### config.mk
export PLATFORM = sky130hd
export DESIGN_NAME = rssq_sequencer
export DESIGN_NICKNAME = d
export VERILOG_FILES = /design/src/inc/rssq_pkg.sv /design/src/design/rssq_sequencer.sv
export VERILOG_INCLUDE_DIRS = /design/src /design/src/inc
export SDC_FILE = /design/constraint.sdc
export NUM_CORES = 1
export LEC_CHECK = 0
export BUFFER_PORTS_ARGS = -buffer_cell sky130_fd_sc_hd__buf_2
export CORE_MARGIN = 2
export CORE_UTILIZATION = 35
export DETAILED_ROUTE_END_ITERATION = 10
export PLACE_DENSITY_LB_ADDON = 0.3
export SYNTH_ARGS = -nofsm -noshare
export SYNTH_HDL_FRONTEND = slang
export SYNTH_SLANG_ARGS = --single-unit
### constraint.sdc
create_clock -name clock -period 2.6 [get_ports clock]
set_input_delay 0.39 -clock clock [delete_from_list [all_inputs] [get_ports clock]]
set_output_delay 0.39 -clock clock [all_outputs]
set_load 0.1 [all_outputs]
### src/inc/rssq_params.svh
// Purpose : timing counts and fixed values for the reset/stop sequencer
// Assumes : 40 MHz system clock, oscillator cycles arrive as enable ticks
// Notes   : included by the package, the design file and the bench
`ifndef RSSQ_PARAMS_SVH
`define RSSQ_PARAMS_SVH

// ----------------------------------------------------------------------
// timing
// ----------------------------------------------------------------------
`define RSSQ_CLK_PERIOD_NS     25
`define RSSQ_OSC_START_NS      4000
`define RSSQ_OSC_START_CYC     ((`RSSQ_OSC_START_NS + `RSSQ_CLK_PERIOD_NS - 1) / `RSSQ_CLK_PERIOD_NS)
`define RSSQ_HOLD_SHORT        66
`define RSSQ_HOLD_LONG         5000

// ----------------------------------------------------------------------
// reset vector, register offsets, register reset values and bit positions
// ----------------------------------------------------------------------
`define RSSQ_VEC_HI_ADDR       16'h0002
`define RSSQ_VEC_LO_ADDR       16'h0003
`define RSSQ_REG_CTRL          4'h0
`define RSSQ_REG_STATUS        4'h4
`define RSSQ_REG_WATCHDOG_CONTROL_REG       4'h8
`define RSSQ_REG_OSCILLATOR_CONTROL_REG       4'hc
`define RSSQ_WATCHDOG_CONTROL_REG_RESET     8'h00
`define RSSQ_OSCILLATOR_CONTROL_REG_RESET     8'h20
`define RSSQ_PWR_CTL_RESET     8'h00
`define RSSQ_OSC_WDT_EN_BIT    5
`define RSSQ_PWR_AMP_EN_BIT    4
`define RSSQ_WDT_EN_BIT        7

`endif

### src/inc/rssq_pkg.sv
// Purpose : types for the reset/stop sequencer
// Assumes : nothing beyond the parameter header
// Notes   : none
package rssq_pkg;
  `include "rssq_params.svh"

  typedef enum logic [2:0] {
    RSSQ_ST_OSC_START,
    RSSQ_ST_HOLD,
    RSSQ_ST_PIN_WAIT,
    RSSQ_ST_VEC_HI,
    RSSQ_ST_VEC_LO,
    RSSQ_ST_ACTIVE,
    RSSQ_ST_HALT,
    RSSQ_ST_STOP
  } rssq_state_t;

  // power enables that go to the rest of the chip
  typedef struct packed {
    logic core_run;
    logic periph_run;
    logic ipo_run;
    logic xtal_run;
    logic wdt_osc_run;
    logic wdt_run;
    logic brownout_run;
    logic amp_run;
  } rssq_power_t;

  // program memory fetch of the reset vector
  typedef struct packed {
    logic        req;
    logic [15:0] addr;
  } rssq_fetch_t;
endpackage

### src/design/rssq_sequencer.sv
// Purpose : reset hold, reset vector fetch and STOP/HALT sequencing
// Assumes : ipo_tick pulses once per internal oscillator cycle
// Notes   : control bits reached over Avalon-MM, one word per register
`timescale 1ns/100ps
`include "rssq_params.svh"

// Overview of operation
// - after reset or stop recovery wait oscillator start, then hold 66 cycles
// - crystal option bit stretches the hold to 5000 oscillator cycles
// - supply-detected resets start counting once supply is reported good
// - hold continues while the external reset pin stays asserted
// - reset makes general pins inputs with pull-ups off, except reset pin
// - shared reset pin is open-drain reset, driven low during port reset
// - core and peripherals idle in reset; crystal and watchdog osc run
// - registers with a defined reset value are reloaded on reset
// - core reads vector from bytes 0002H and 0003H into program counter
// - system clock after reset is internal oscillator; software reselects
// - stop recovery resets core, reinitialises only watchdog and osc control
// - stop instruction enters STOP; brownout, amp, watchdog may stay on
// - in STOP both oscillators stop and crystal pins revert to port
// - in STOP system clock and core halt, program counter frozen
// - watchdog oscillator and logic run in STOP when enabled
// - brownout stays active in STOP only when its option bit allows
// - amplifier runs in STOP only if power control enables it
// - HALT powers down only the core
// - STOP is left only through stop recovery or a new supply or low-voltage reset
// - active means neither STOP nor HALT; blocks disabled separately
module rssq_sequencer
  import rssq_pkg::*;
(
  input  wire logic        clock,
  input  wire logic        reset,
  input  wire logic        ipo_tick,
  input  wire logic        supply_good,
  input  wire logic        low_voltage_reset,
  input  wire logic        reset_pin_in,
  input  wire logic        opt_xtal_enable,
  input  wire logic        opt_brownout_in_stop,
  input  wire logic        stop_instr,
  input  wire logic        halt_instr,
  input  wire logic        wake_event,
  input  wire logic        interrupt_event,
  input  wire logic [7:0]  prog_data,
  input  wire logic        prog_valid,
  input  wire logic [3:0]  avs_address,
  input  wire logic        avs_read,
  input  wire logic        avs_write,
  input  wire logic [31:0] avs_writedata,
  input  wire logic [3:0]  avs_byteenable,
  output logic      [31:0] avs_readdata,
  output logic             avs_waitrequest,
  output logic             avs_response_err,
  output rssq_fetch_t      fetch,
  output logic      [15:0] pc_load_value,
  output logic             pc_load,
  output logic             core_reset,
  output logic             periph_reset,
  output logic             gpio_reset,
  output logic             reset_pin_out,
  output logic             reset_pin_oe,
  output logic             crystal_pins_to_port,
  output logic             sysclk_is_ipo,
  output rssq_power_t      power
);

  // ----------------------------------------------------------------------
  // state and registers
  // ----------------------------------------------------------------------
  rssq_state_t state;
  rssq_state_t next_state;
  logic [12:0] hold_count;
  logic [12:0] next_hold_count;
  logic [7:0]  start_count;
  logic [7:0]  next_start_count;
  logic [7:0]  vec_hi;
  logic        from_stop;
  logic        pin_reset_mode;
  logic [7:0]  watchdog_control_reg;
  logic [7:0]  oscillator_control_reg;
  logic [7:0]  power_control_reg;
  logic        sw_clk_select;
  logic        bus_ack;

  // ----------------------------------------------------------------------
  // decode
  // ----------------------------------------------------------------------
  // a fresh supply or low-voltage reset; restarts the hold count
  // outside the reset states it also pulls an active or halted core back
  wire   new_source   = low_voltage_reset | ~supply_good;
  // the option bit is read live; it is expected to stay put during a hold
  wire   hold_limit_w = opt_xtal_enable;
  wire   [12:0] hold_target = hold_limit_w ? 13'(`RSSQ_HOLD_LONG - 1)
                                           : 13'(`RSSQ_HOLD_SHORT - 1);
  wire   in_reset     = (state == RSSQ_ST_OSC_START) |
                        (state == RSSQ_ST_HOLD) |
                        (state == RSSQ_ST_PIN_WAIT);
  wire   in_stop      = (state == RSSQ_ST_STOP);
  wire   in_halt      = (state == RSSQ_ST_HALT);
  // the pin is pulled low only while the port itself is in reset; it must
  // be let go before the pin-release wait, or the device would see its own
  // drive as an asserted external reset and never leave the hold
  wire   port_reset   = (state == RSSQ_ST_OSC_START) |
                        (state == RSSQ_ST_HOLD);
  wire   bus_req      = avs_read | avs_write;
  wire   addr_ok      = (avs_address == `RSSQ_REG_CTRL) |
                        (avs_address == `RSSQ_REG_STATUS) |
                        (avs_address == `RSSQ_REG_WATCHDOG_CONTROL_REG) |
                        (avs_address == `RSSQ_REG_OSCILLATOR_CONTROL_REG);
  wire   wr_take      = avs_write & bus_ack & avs_byteenable[0];

  // merge byte 0 of a write into an 8-bit register
  function automatic logic [7:0] wr_byte(input logic [7:0] old,
                                         input logic [31:0] wd,
                                         input logic [3:0] be);
    wr_byte = be[0] ? wd[7:0] : old;
  endfunction

  // ----------------------------------------------------------------------
  // sequencer next state
  // ----------------------------------------------------------------------
  // start time counts system clocks since the oscillator is still waking;
  // the 13-bit hold count covers the long crystal hold with room to spare
  always_comb begin
    next_state       = state;
    next_hold_count  = hold_count;
    next_start_count = start_count;
    case (state)
      RSSQ_ST_OSC_START: begin
        if (!supply_good) begin
          next_start_count = '0;
        end else if (start_count == 8'(`RSSQ_OSC_START_CYC - 1)) begin
          next_state      = RSSQ_ST_HOLD;
          next_hold_count = '0;
        end else begin
          next_start_count = start_count + 8'd1;
        end
      end
      RSSQ_ST_HOLD: begin
        if (new_source) begin
          next_state       = RSSQ_ST_OSC_START;
          next_start_count = '0;
        end else if (ipo_tick) begin
          if (hold_count == hold_target) begin
            next_state = RSSQ_ST_PIN_WAIT;
          end else begin
            next_hold_count = hold_count + 13'd1;
          end
        end
      end
      RSSQ_ST_PIN_WAIT: begin
        if (new_source) begin
          next_state       = RSSQ_ST_OSC_START;
          next_start_count = '0;
        end else if (reset_pin_in) begin
          next_state = RSSQ_ST_VEC_HI;
        end
      end
      RSSQ_ST_VEC_HI: begin
        if (prog_valid) begin
          next_state = RSSQ_ST_VEC_LO;
        end
      end
      RSSQ_ST_VEC_LO: begin
        if (prog_valid) begin
          next_state = RSSQ_ST_ACTIVE;
        end
      end
      RSSQ_ST_ACTIVE: begin
        if (stop_instr) begin
          next_state = RSSQ_ST_STOP;
        end else if (halt_instr) begin
          next_state = RSSQ_ST_HALT;
        end
      end
      RSSQ_ST_HALT: begin
        if (interrupt_event) begin
          next_state = RSSQ_ST_ACTIVE;
        end
      end
      RSSQ_ST_STOP: begin
        if (wake_event) begin
          next_state       = RSSQ_ST_OSC_START;
          next_start_count = '0;
        end
      end
      default: begin
        next_state = RSSQ_ST_OSC_START;
      end
    endcase
    if (new_source && !in_reset) begin
      next_state       = RSSQ_ST_OSC_START;
      next_start_count = '0;
    end
  end

  // ----------------------------------------------------------------------
  // sequencer registers
  // ----------------------------------------------------------------------
  // the pin only stretches the hold; it does not restart the sequence
  always_ff @(posedge clock or posedge reset) begin
    if (reset) begin
      state       <= RSSQ_ST_OSC_START;
      hold_count  <= '0;
      start_count <= '0;
    end else begin
      state       <= next_state;
      hold_count  <= next_hold_count;
      start_count <= next_start_count;
    end
  end

  // remember whether this sequence is a stop recovery
  // cleared once active, so a later system reset is never taken for one
  always_ff @(posedge clock or posedge reset) begin
    if (reset) begin
      from_stop <= 1'b0;
    end else if (in_stop && wake_event && !new_source) begin
      from_stop <= 1'b1;
    end else if (new_source || state == RSSQ_ST_ACTIVE) begin
      from_stop <= 1'b0;
    end
  end

  // vector high byte capture
  // no retry: the byte is taken on the first valid strobe
  always_ff @(posedge clock or posedge reset) begin
    if (reset) begin
      vec_hi <= 8'h00;
    end else if (state == RSSQ_ST_VEC_HI && prog_valid) begin
      vec_hi <= prog_data;
    end
  end

  // load program counter
  // pc_load is a one-cycle strobe; the value stands until the next load
  always_ff @(posedge clock or posedge reset) begin
    if (reset) begin
      pc_load_value <= 16'h0000;
      pc_load       <= 1'b0;
    end else begin
      pc_load <= (state == RSSQ_ST_VEC_LO) && prog_valid;
      if (state == RSSQ_ST_VEC_LO && prog_valid) begin
        pc_load_value <= {vec_hi, prog_data};
      end
    end
  end

  // ----------------------------------------------------------------------
  // control registers
  // ----------------------------------------------------------------------
  // defined reset values
  // writes are dropped while in reset; the reload wins every cycle there
  // stop recovery reinitialises watchdog and oscillator control only
  always_ff @(posedge clock or posedge reset) begin
    if (reset) begin
      watchdog_control_reg   <= `RSSQ_WATCHDOG_CONTROL_REG_RESET;
      oscillator_control_reg <= `RSSQ_OSCILLATOR_CONTROL_REG_RESET;
    end else if (in_reset) begin
      watchdog_control_reg   <= `RSSQ_WATCHDOG_CONTROL_REG_RESET;
      oscillator_control_reg <= `RSSQ_OSCILLATOR_CONTROL_REG_RESET;
    end else if (wr_take && avs_address == `RSSQ_REG_WATCHDOG_CONTROL_REG) begin
      watchdog_control_reg <= wr_byte(watchdog_control_reg, avs_writedata,
                                      avs_byteenable);
    end else if (wr_take && avs_address == `RSSQ_REG_OSCILLATOR_CONTROL_REG) begin
      oscillator_control_reg <= wr_byte(oscillator_control_reg,
                                        avs_writedata, avs_byteenable);
    end
  end

  // power control survives stop recovery, not system reset
  // pin mode and clock select reset here
  always_ff @(posedge clock or posedge reset) begin
    if (reset) begin
      power_control_reg <= `RSSQ_PWR_CTL_RESET;
      pin_reset_mode    <= 1'b1;
      sw_clk_select     <= 1'b0;
    end else if (in_reset && !from_stop) begin
      power_control_reg <= `RSSQ_PWR_CTL_RESET;
      pin_reset_mode    <= 1'b1;
      sw_clk_select     <= 1'b0;
    end else if (wr_take && avs_address == `RSSQ_REG_CTRL) begin
      power_control_reg <= avs_writedata[7:0];
      pin_reset_mode    <= ~avs_writedata[8];
      sw_clk_select     <= avs_writedata[9];
    end
  end

  // ----------------------------------------------------------------------
  // avalon slave: one wait cycle, then acknowledge
  // ----------------------------------------------------------------------
  // one wait state lets read data come from a flop; every access takes two
  // cycles, so back-to-back requests run at half the clock rate
  always_ff @(posedge clock or posedge reset) begin
    if (reset) begin
      bus_ack <= 1'b0;
    end else begin
      bus_ack <= bus_req & ~bus_ack;
    end
  end

  always_ff @(posedge clock or posedge reset) begin
    if (reset) begin
      avs_readdata     <= 32'h0000_0000;
      avs_response_err <= 1'b0;
    end else if (bus_req && !bus_ack) begin
      avs_response_err <= ~addr_ok;
      case (avs_address)
        `RSSQ_REG_CTRL:    avs_readdata <= {22'h0, sw_clk_select,
                                            ~pin_reset_mode,
                                            power_control_reg};
        `RSSQ_REG_STATUS:  avs_readdata <= {25'h0, from_stop, 3'(state),
                                            in_stop, in_halt, in_reset};
        `RSSQ_REG_WATCHDOG_CONTROL_REG: avs_readdata <= {24'h0, watchdog_control_reg};
        `RSSQ_REG_OSCILLATOR_CONTROL_REG: avs_readdata <= {24'h0, oscillator_control_reg};
        default:           avs_readdata <= 32'h0000_0000;
      endcase
    end
  end

  assign avs_waitrequest = bus_req & ~bus_ack;

  // ----------------------------------------------------------------------
  // outputs
  // ----------------------------------------------------------------------
  // vector fetch address
  assign fetch.req  = (state == RSSQ_ST_VEC_HI) | (state == RSSQ_ST_VEC_LO);
  assign fetch.addr = (state == RSSQ_ST_VEC_LO) ? `RSSQ_VEC_LO_ADDR
                                                : `RSSQ_VEC_HI_ADDR;

  // core and peripherals idle in reset
  assign core_reset   = in_reset | fetch.req;
  assign periph_reset = in_reset & ~from_stop;
  // general pins to input, pull-ups off
  assign gpio_reset   = in_reset & ~from_stop;
  // open-drain reset pin driven low
  // released for the pin wait so an outside hold can be seen at all
  assign reset_pin_out = 1'b0;
  assign reset_pin_oe  = pin_reset_mode & port_reset;
  // crystal pins revert to port in stop
  assign crystal_pins_to_port = in_stop;
  // internal oscillator after reset
  // the vector fetch also runs on it, even if software had chosen another
  // source before STOP and the choice survives the recovery
  assign sysclk_is_ipo = ~sw_clk_select | core_reset;

  // core halted in STOP; only core off in HALT
  // active runs everything software leaves on
  // peripherals wait for the vector too, so none runs ahead of the core
  assign power.core_run   = (state == RSSQ_ST_ACTIVE);
  assign power.periph_run = ~in_stop & ~core_reset;
  // internal and crystal oscillators stop in STOP; crystal keeps running in reset
  assign power.ipo_run    = ~in_stop;
  assign power.xtal_run   = ~in_stop;
  assign power.wdt_osc_run = ~in_stop |
                             oscillator_control_reg[`RSSQ_OSC_WDT_EN_BIT];
  // logic follows its own enable only; that enable is cleared by every
  // reset, so the watchdog never counts during the hold
  assign power.wdt_run    = watchdog_control_reg[`RSSQ_WDT_EN_BIT];
  assign power.brownout_run = ~in_stop | opt_brownout_in_stop;
  assign power.amp_run    = power_control_reg[`RSSQ_PWR_AMP_EN_BIT] &
                            ~in_reset;

endmodule

# ---- Word level (Yosys, flattened, before mapping)
# Cells that the tools add are included.
dict set report op_classes {
  add_sub_neg 2
  n_mul 0
  n_div 0
  order_cmp 0
  eq_ne 30
  shifts 0
  muxes 44
  bitwise_logic 29
  n_reduce_logical 30
}
# op n
set ops {}
lappend ops {{$mux W8} 13}
lappend ops {{$mux W13} 6}
lappend ops {{$mux W3} 14}
lappend ops {{$pmux W10 S4} 1}
lappend ops {{$pmux W13 S2} 1}
lappend ops {{$pmux W3 S8} 1}
lappend ops {{$pmux W8 S3} 1}
lappend ops {{$ne A4 B3 Y1 const B} 4}
lappend ops {{$add A13 B1 Y13 const B} 1}
lappend ops {{$eq A13 B13 Y1} 1}
lappend ops {{$eq A3 B3 Y1 const B} 4}
lappend ops {{$or A1 B1 Y1} 12}
lappend ops {{$reduce_bool A2 Y1} 6}
lappend ops {{$logic_and A1 B1 Y1} 10}
lappend ops {{$ne A2 B2 Y1 const B} 5}
lappend ops {{$not A1 Y1} 10}
lappend ops {{$reduce_and A10 Y1} 1}
lappend ops {{$ne A3 B2 Y1 const B} 3}
lappend ops {{$add A8 B1 Y8 const B} 1}
lappend ops {{$eq A4 B4 Y1 const B} 2}
lappend ops {{$eq A8 B8 Y1 const B} 1}
lappend ops {{$and A1 B1 Y1} 7}
lappend ops {{$mux W1} 7}
lappend ops {{$eq A3 B2 Y1 const B} 2}
lappend ops {{other kinds (16)} 21}
dict set report word_totals {
  ff_bits 110
  latchBits 0
  mem_bits_rw 0
  romBits 0
  inputBits 63
  memories 0
}

# ---- Logic depth before layout (Yosys ltp)
dict set report depth {
  ltp_word 7
  mapped_depth 8
}

# ---- Least setup slack after synthesis
# No wires, ideal clock.
dict set report synth_timing {
  path_type {register to output}
  startpoint {register state[0]}
  endpoint {output power[6] (netlist bit)}
  arrival_ns 4.249
  path_slack_ns -2.039
  stages_incl_launch_ff 5
  path_buffers 2
  cell_sequence {dfrtp_1 buf_2 buf_2 o21ai_0 nor2_1}
}
# element line_no
set synth_rtl {}
lappend synth_rtl {{start, declared} rssq_sequencer.sv:69} ;# rssq_state_t state;
lappend synth_rtl {{start signal, assigned} rssq_sequencer.sv:206} ;# state <= next_state;
lappend synth_rtl {{end, declared} rssq_sequencer.sv:63} ;# output rssq_power_t power

# ---- Worst setup path after layout
dict set report layout_timing {
  startpoint {register state[1]}
  endpoint {output crystal_pins_to_port}
}
dict set report layout_via {
  elab_chain_cells 1
}
# element line_no
set layout_lines {}
lappend layout_lines {{$eq A3 B3 Y1} rssq_sequencer.sv:97} ;# wire in_stop = (state == RSSQ_ST_STOP);
lappend layout_lines {{end, declared} rssq_sequencer.sv:61} ;# output logic crystal_pins_to_port,
# Every way passes these cells.

==> metrics.md <==
| Metric | Value |
|---|---|
| Delay contributed by the slowest stage of the critical path | 790 ps |
| Classification of the worst setup path | reg2out |
| Number of gates given a new drive strength after cts | 0 |
| Largest Register | pc_load_value |
| Gp weighted congestion | 0.846 |
| Width of the chip | 120 µm |
| Number of antenna violations at the first check in global routing | 0 |
| Max-slew violation count | 0 |
| CTS Buf Count | 9 |
| Number of standard cells after synthesis | 442 |
| Maximum number of pins on one net before global-route repair | 33 |
| Aggregate global routing overflow | 0 |
| Synthesized flop and latch total | 88 |
| TritonCTS clock tree | done |
| Number of violations of the max-capacitance limit | 0 |
| Slew Limit Headroom | 0.531 |
| I/O pin total | 146 |
| Yosys top cell area share | 0.456 |
| Clk Latency, worst-skew pair | 340 ps |
| Number of buffers and inverters on the critical path | 1 |
| Number of synthesis warnings | 0 |
| Overall fraction of global-route tracks in use | 0.145 |
| Total of hold buffers inserted after clock tree synthesis | 0 |
| Max Root-Sink Buffers | 2 |
| Pwr dens | 745 nW/µm² |
| Worst Skew | 6.88 ps |
| Initial cell density of the core | 0.358 |
| Iteration-0 DRC Markers | 184 |
| Proportion of synthesized flip-flops having asynchronous set or reset | 1.00 |
| H-Tree Depth | 3 |
| Number of flip-flops in the largest register | 16 |
| Average routed wire per standard cell | 14.5 µm |
| Post-route standard cell area excluding fillers | 5550 µm² |
| Critical Path Slowest Stage Cell | dfrtp_1 |
| Data arrival, critical path | 2060 ps |
| Cell types occupying the most area after synthesis | dfrtp_1 (46%), mux2i_1 (7.0%), buf_4 (6.5%) |
| Hold Path Class | in2async |
| Setup ws final | 154 ps |
| Cell area after synthesis | 4720 µm² |
| Number of setup buffers added after CTS | 0 |
| Commonest non-fill, non-tap cell in the layout | dfrtp_1 |
| Global-route wire length before repair | 16.5 mm |
| Dpl ws | 365 ps |
| CP Cell Sequence | and3_1 -> buf_2 |
| Yosys top cell by area | dfrtp_1 |
| Tightest Pin Transition | 704 ps |
| Top delay family on crit path | flip-flops |
| Final wirelength | 10.3 mm |
| Chip Height | 120 µm |
| Most frequent cells in the layout | dfrtp_1 (85), buf_2 (80), nor2_1 (44) |
| Final Cycle Share | 0.941 |
| Port buffer count | 82 |
| Via-to-Cell Ratio | 4.88 |
| Leakage component of the power | 0.00280 µW |
| Avg Inst Size Synth | 10.7 µm² |
| Total negative slack | 0 ps |
| Synthesis-to-finish area growth | 17.5% |
| Share of layout cells above drive strength 1 | 0.303 |
| Crit start category | register |
| Estimated wirelength of the detail-placed design | 7.48 mm |
| Master cell of the clock root buffer | clkbuf_16 |
| Count of distinct cell types in the synthesized netlist | 53 |
| Count of antenna-violating nets left after detailed routing | 0 |
| Cell Rows | 42 |
| Setup crit end kind | primary output |
| Number of setup violations in the final report | 0 |
| Number of remaining DRC errors | 0 |
| Vias after detailed routing | 3452 |
| RSZ-0062 raised after global routing | false |
| Clock sink count | 88 |
| Core area | 13200 µm² |
| Status | finished, final reports clean |
| Post-route total power | 4130 µW |
| Critical Path Fanout Max | 20 |
| Data required, critical path | 2210 ps |
| Drt first pass iters | 4 |
| Number of enable flip-flop cells after synthesis | 0 |
| Number of global-route vias before repair | 3223 |
| Clock-pin slew reported for the worst setup and hold paths after clock tree synthesis | 60 ps |
| Post-layout min period | 2450 ps |
| Die outline area | 14400 µm² |
| Post-DP Area | 5270 µm² |
| Top FF cell, synth | dfrtp_1 |
| Maximum ir drop on the vdd rail | 452 µV |
| Largest registers | pc_load_value: 16 flops, hold_count: 13 flops, avs_readdata: 10 flops |
| # nets final | 591 |
| Fmax | 0.409 GHz |
| Diodes inserted | 0 |
| Final Hold Viols | 0 |
| Post-synthesis sequential area ratio | 0.467 |
layout make-up:
| class | count | area (µm²) |
|---|---|---|
| clock buffers | 11 | 243 |
| clock inverters | 5 | 38.8 |
| fillers | 1267 | 7640 |
| inverters | 12 | 52.6 |
| multi-input cells | 315 | 2200 |
| flip-flops and latches | 88 | 2210 |
| well taps | 176 | 220 |
| repair buffers | 100 | 588 |
synthesized netlist by cell type (7+ instances only):
cell	n
a21oi_1	9
a22o_1	15
and3_1	10
buf_2	11
buf_4	41
clkbuf_1	10
dfrtp_1	86
inv_1	12
mux2_2	27
mux2i_1	33
mux4_2	7
nand2_1	20
nand2b_1	14
nand3_1	7
nor2_1	44
nor2b_1	7
nor3_1	7
nor4_1	8
o21ai_0	15
worst register-to-register path: stages (launching register included):
cell and delay, ps:
dfrtp_1 790, and4_1 360, nor3_1 70, o21ai_0 450, o21ai_0 190, a22o_1 260
path summary, 6_finish.rpt:
path	from	end	slack, ps	cells past startpoint
max	state[1]	crystal_pins_to_port	150	2
max in group asynchronous	reset	pin_reset_mode	1860	3
min	reset	watchdog_control_reg[2]	60	2
min reg2reg	avs_readdata[8]	avs_readdata[8]	480	2
min in group clock	prog_data[5]	vec_hi[5]	290	2
max reg2reg	state[1]	start_count[5]	360	5
power breakdown:
group	switching [µW]	internal, µW
combinational	933	333
sequential	143	1490
clock	552	681
layer usage:
layer	track usage	wire length, µm
met1	0.202	4900
met2	0.222	4650
met3	0.0280	589
met4	0.0574	142
met5	0	0
through the flow:
stage	hold WS, ps	util	cells
2_1_floorplan	474	-	478
3_3_place_gp	426	0.399	691
3_5_place_dp	431	0.399	691
4_1_cts	63.3	0.421	707
5_1_grt	84.3	0.421	707
6_report	61.9	0.421	707
kinds of logic after synthesis:
kind of cell / share of synthesized area
AOI/OAI and AO/OA: 0.102
buffers and inverters: 0.0967
other: 0.00159
adders and majority gates: 0.00530
and+or+nand+nor: 0.157
DFF: 0.467
muxes: 0.170
No activity file was read; power rests on OpenSTA's default activity.
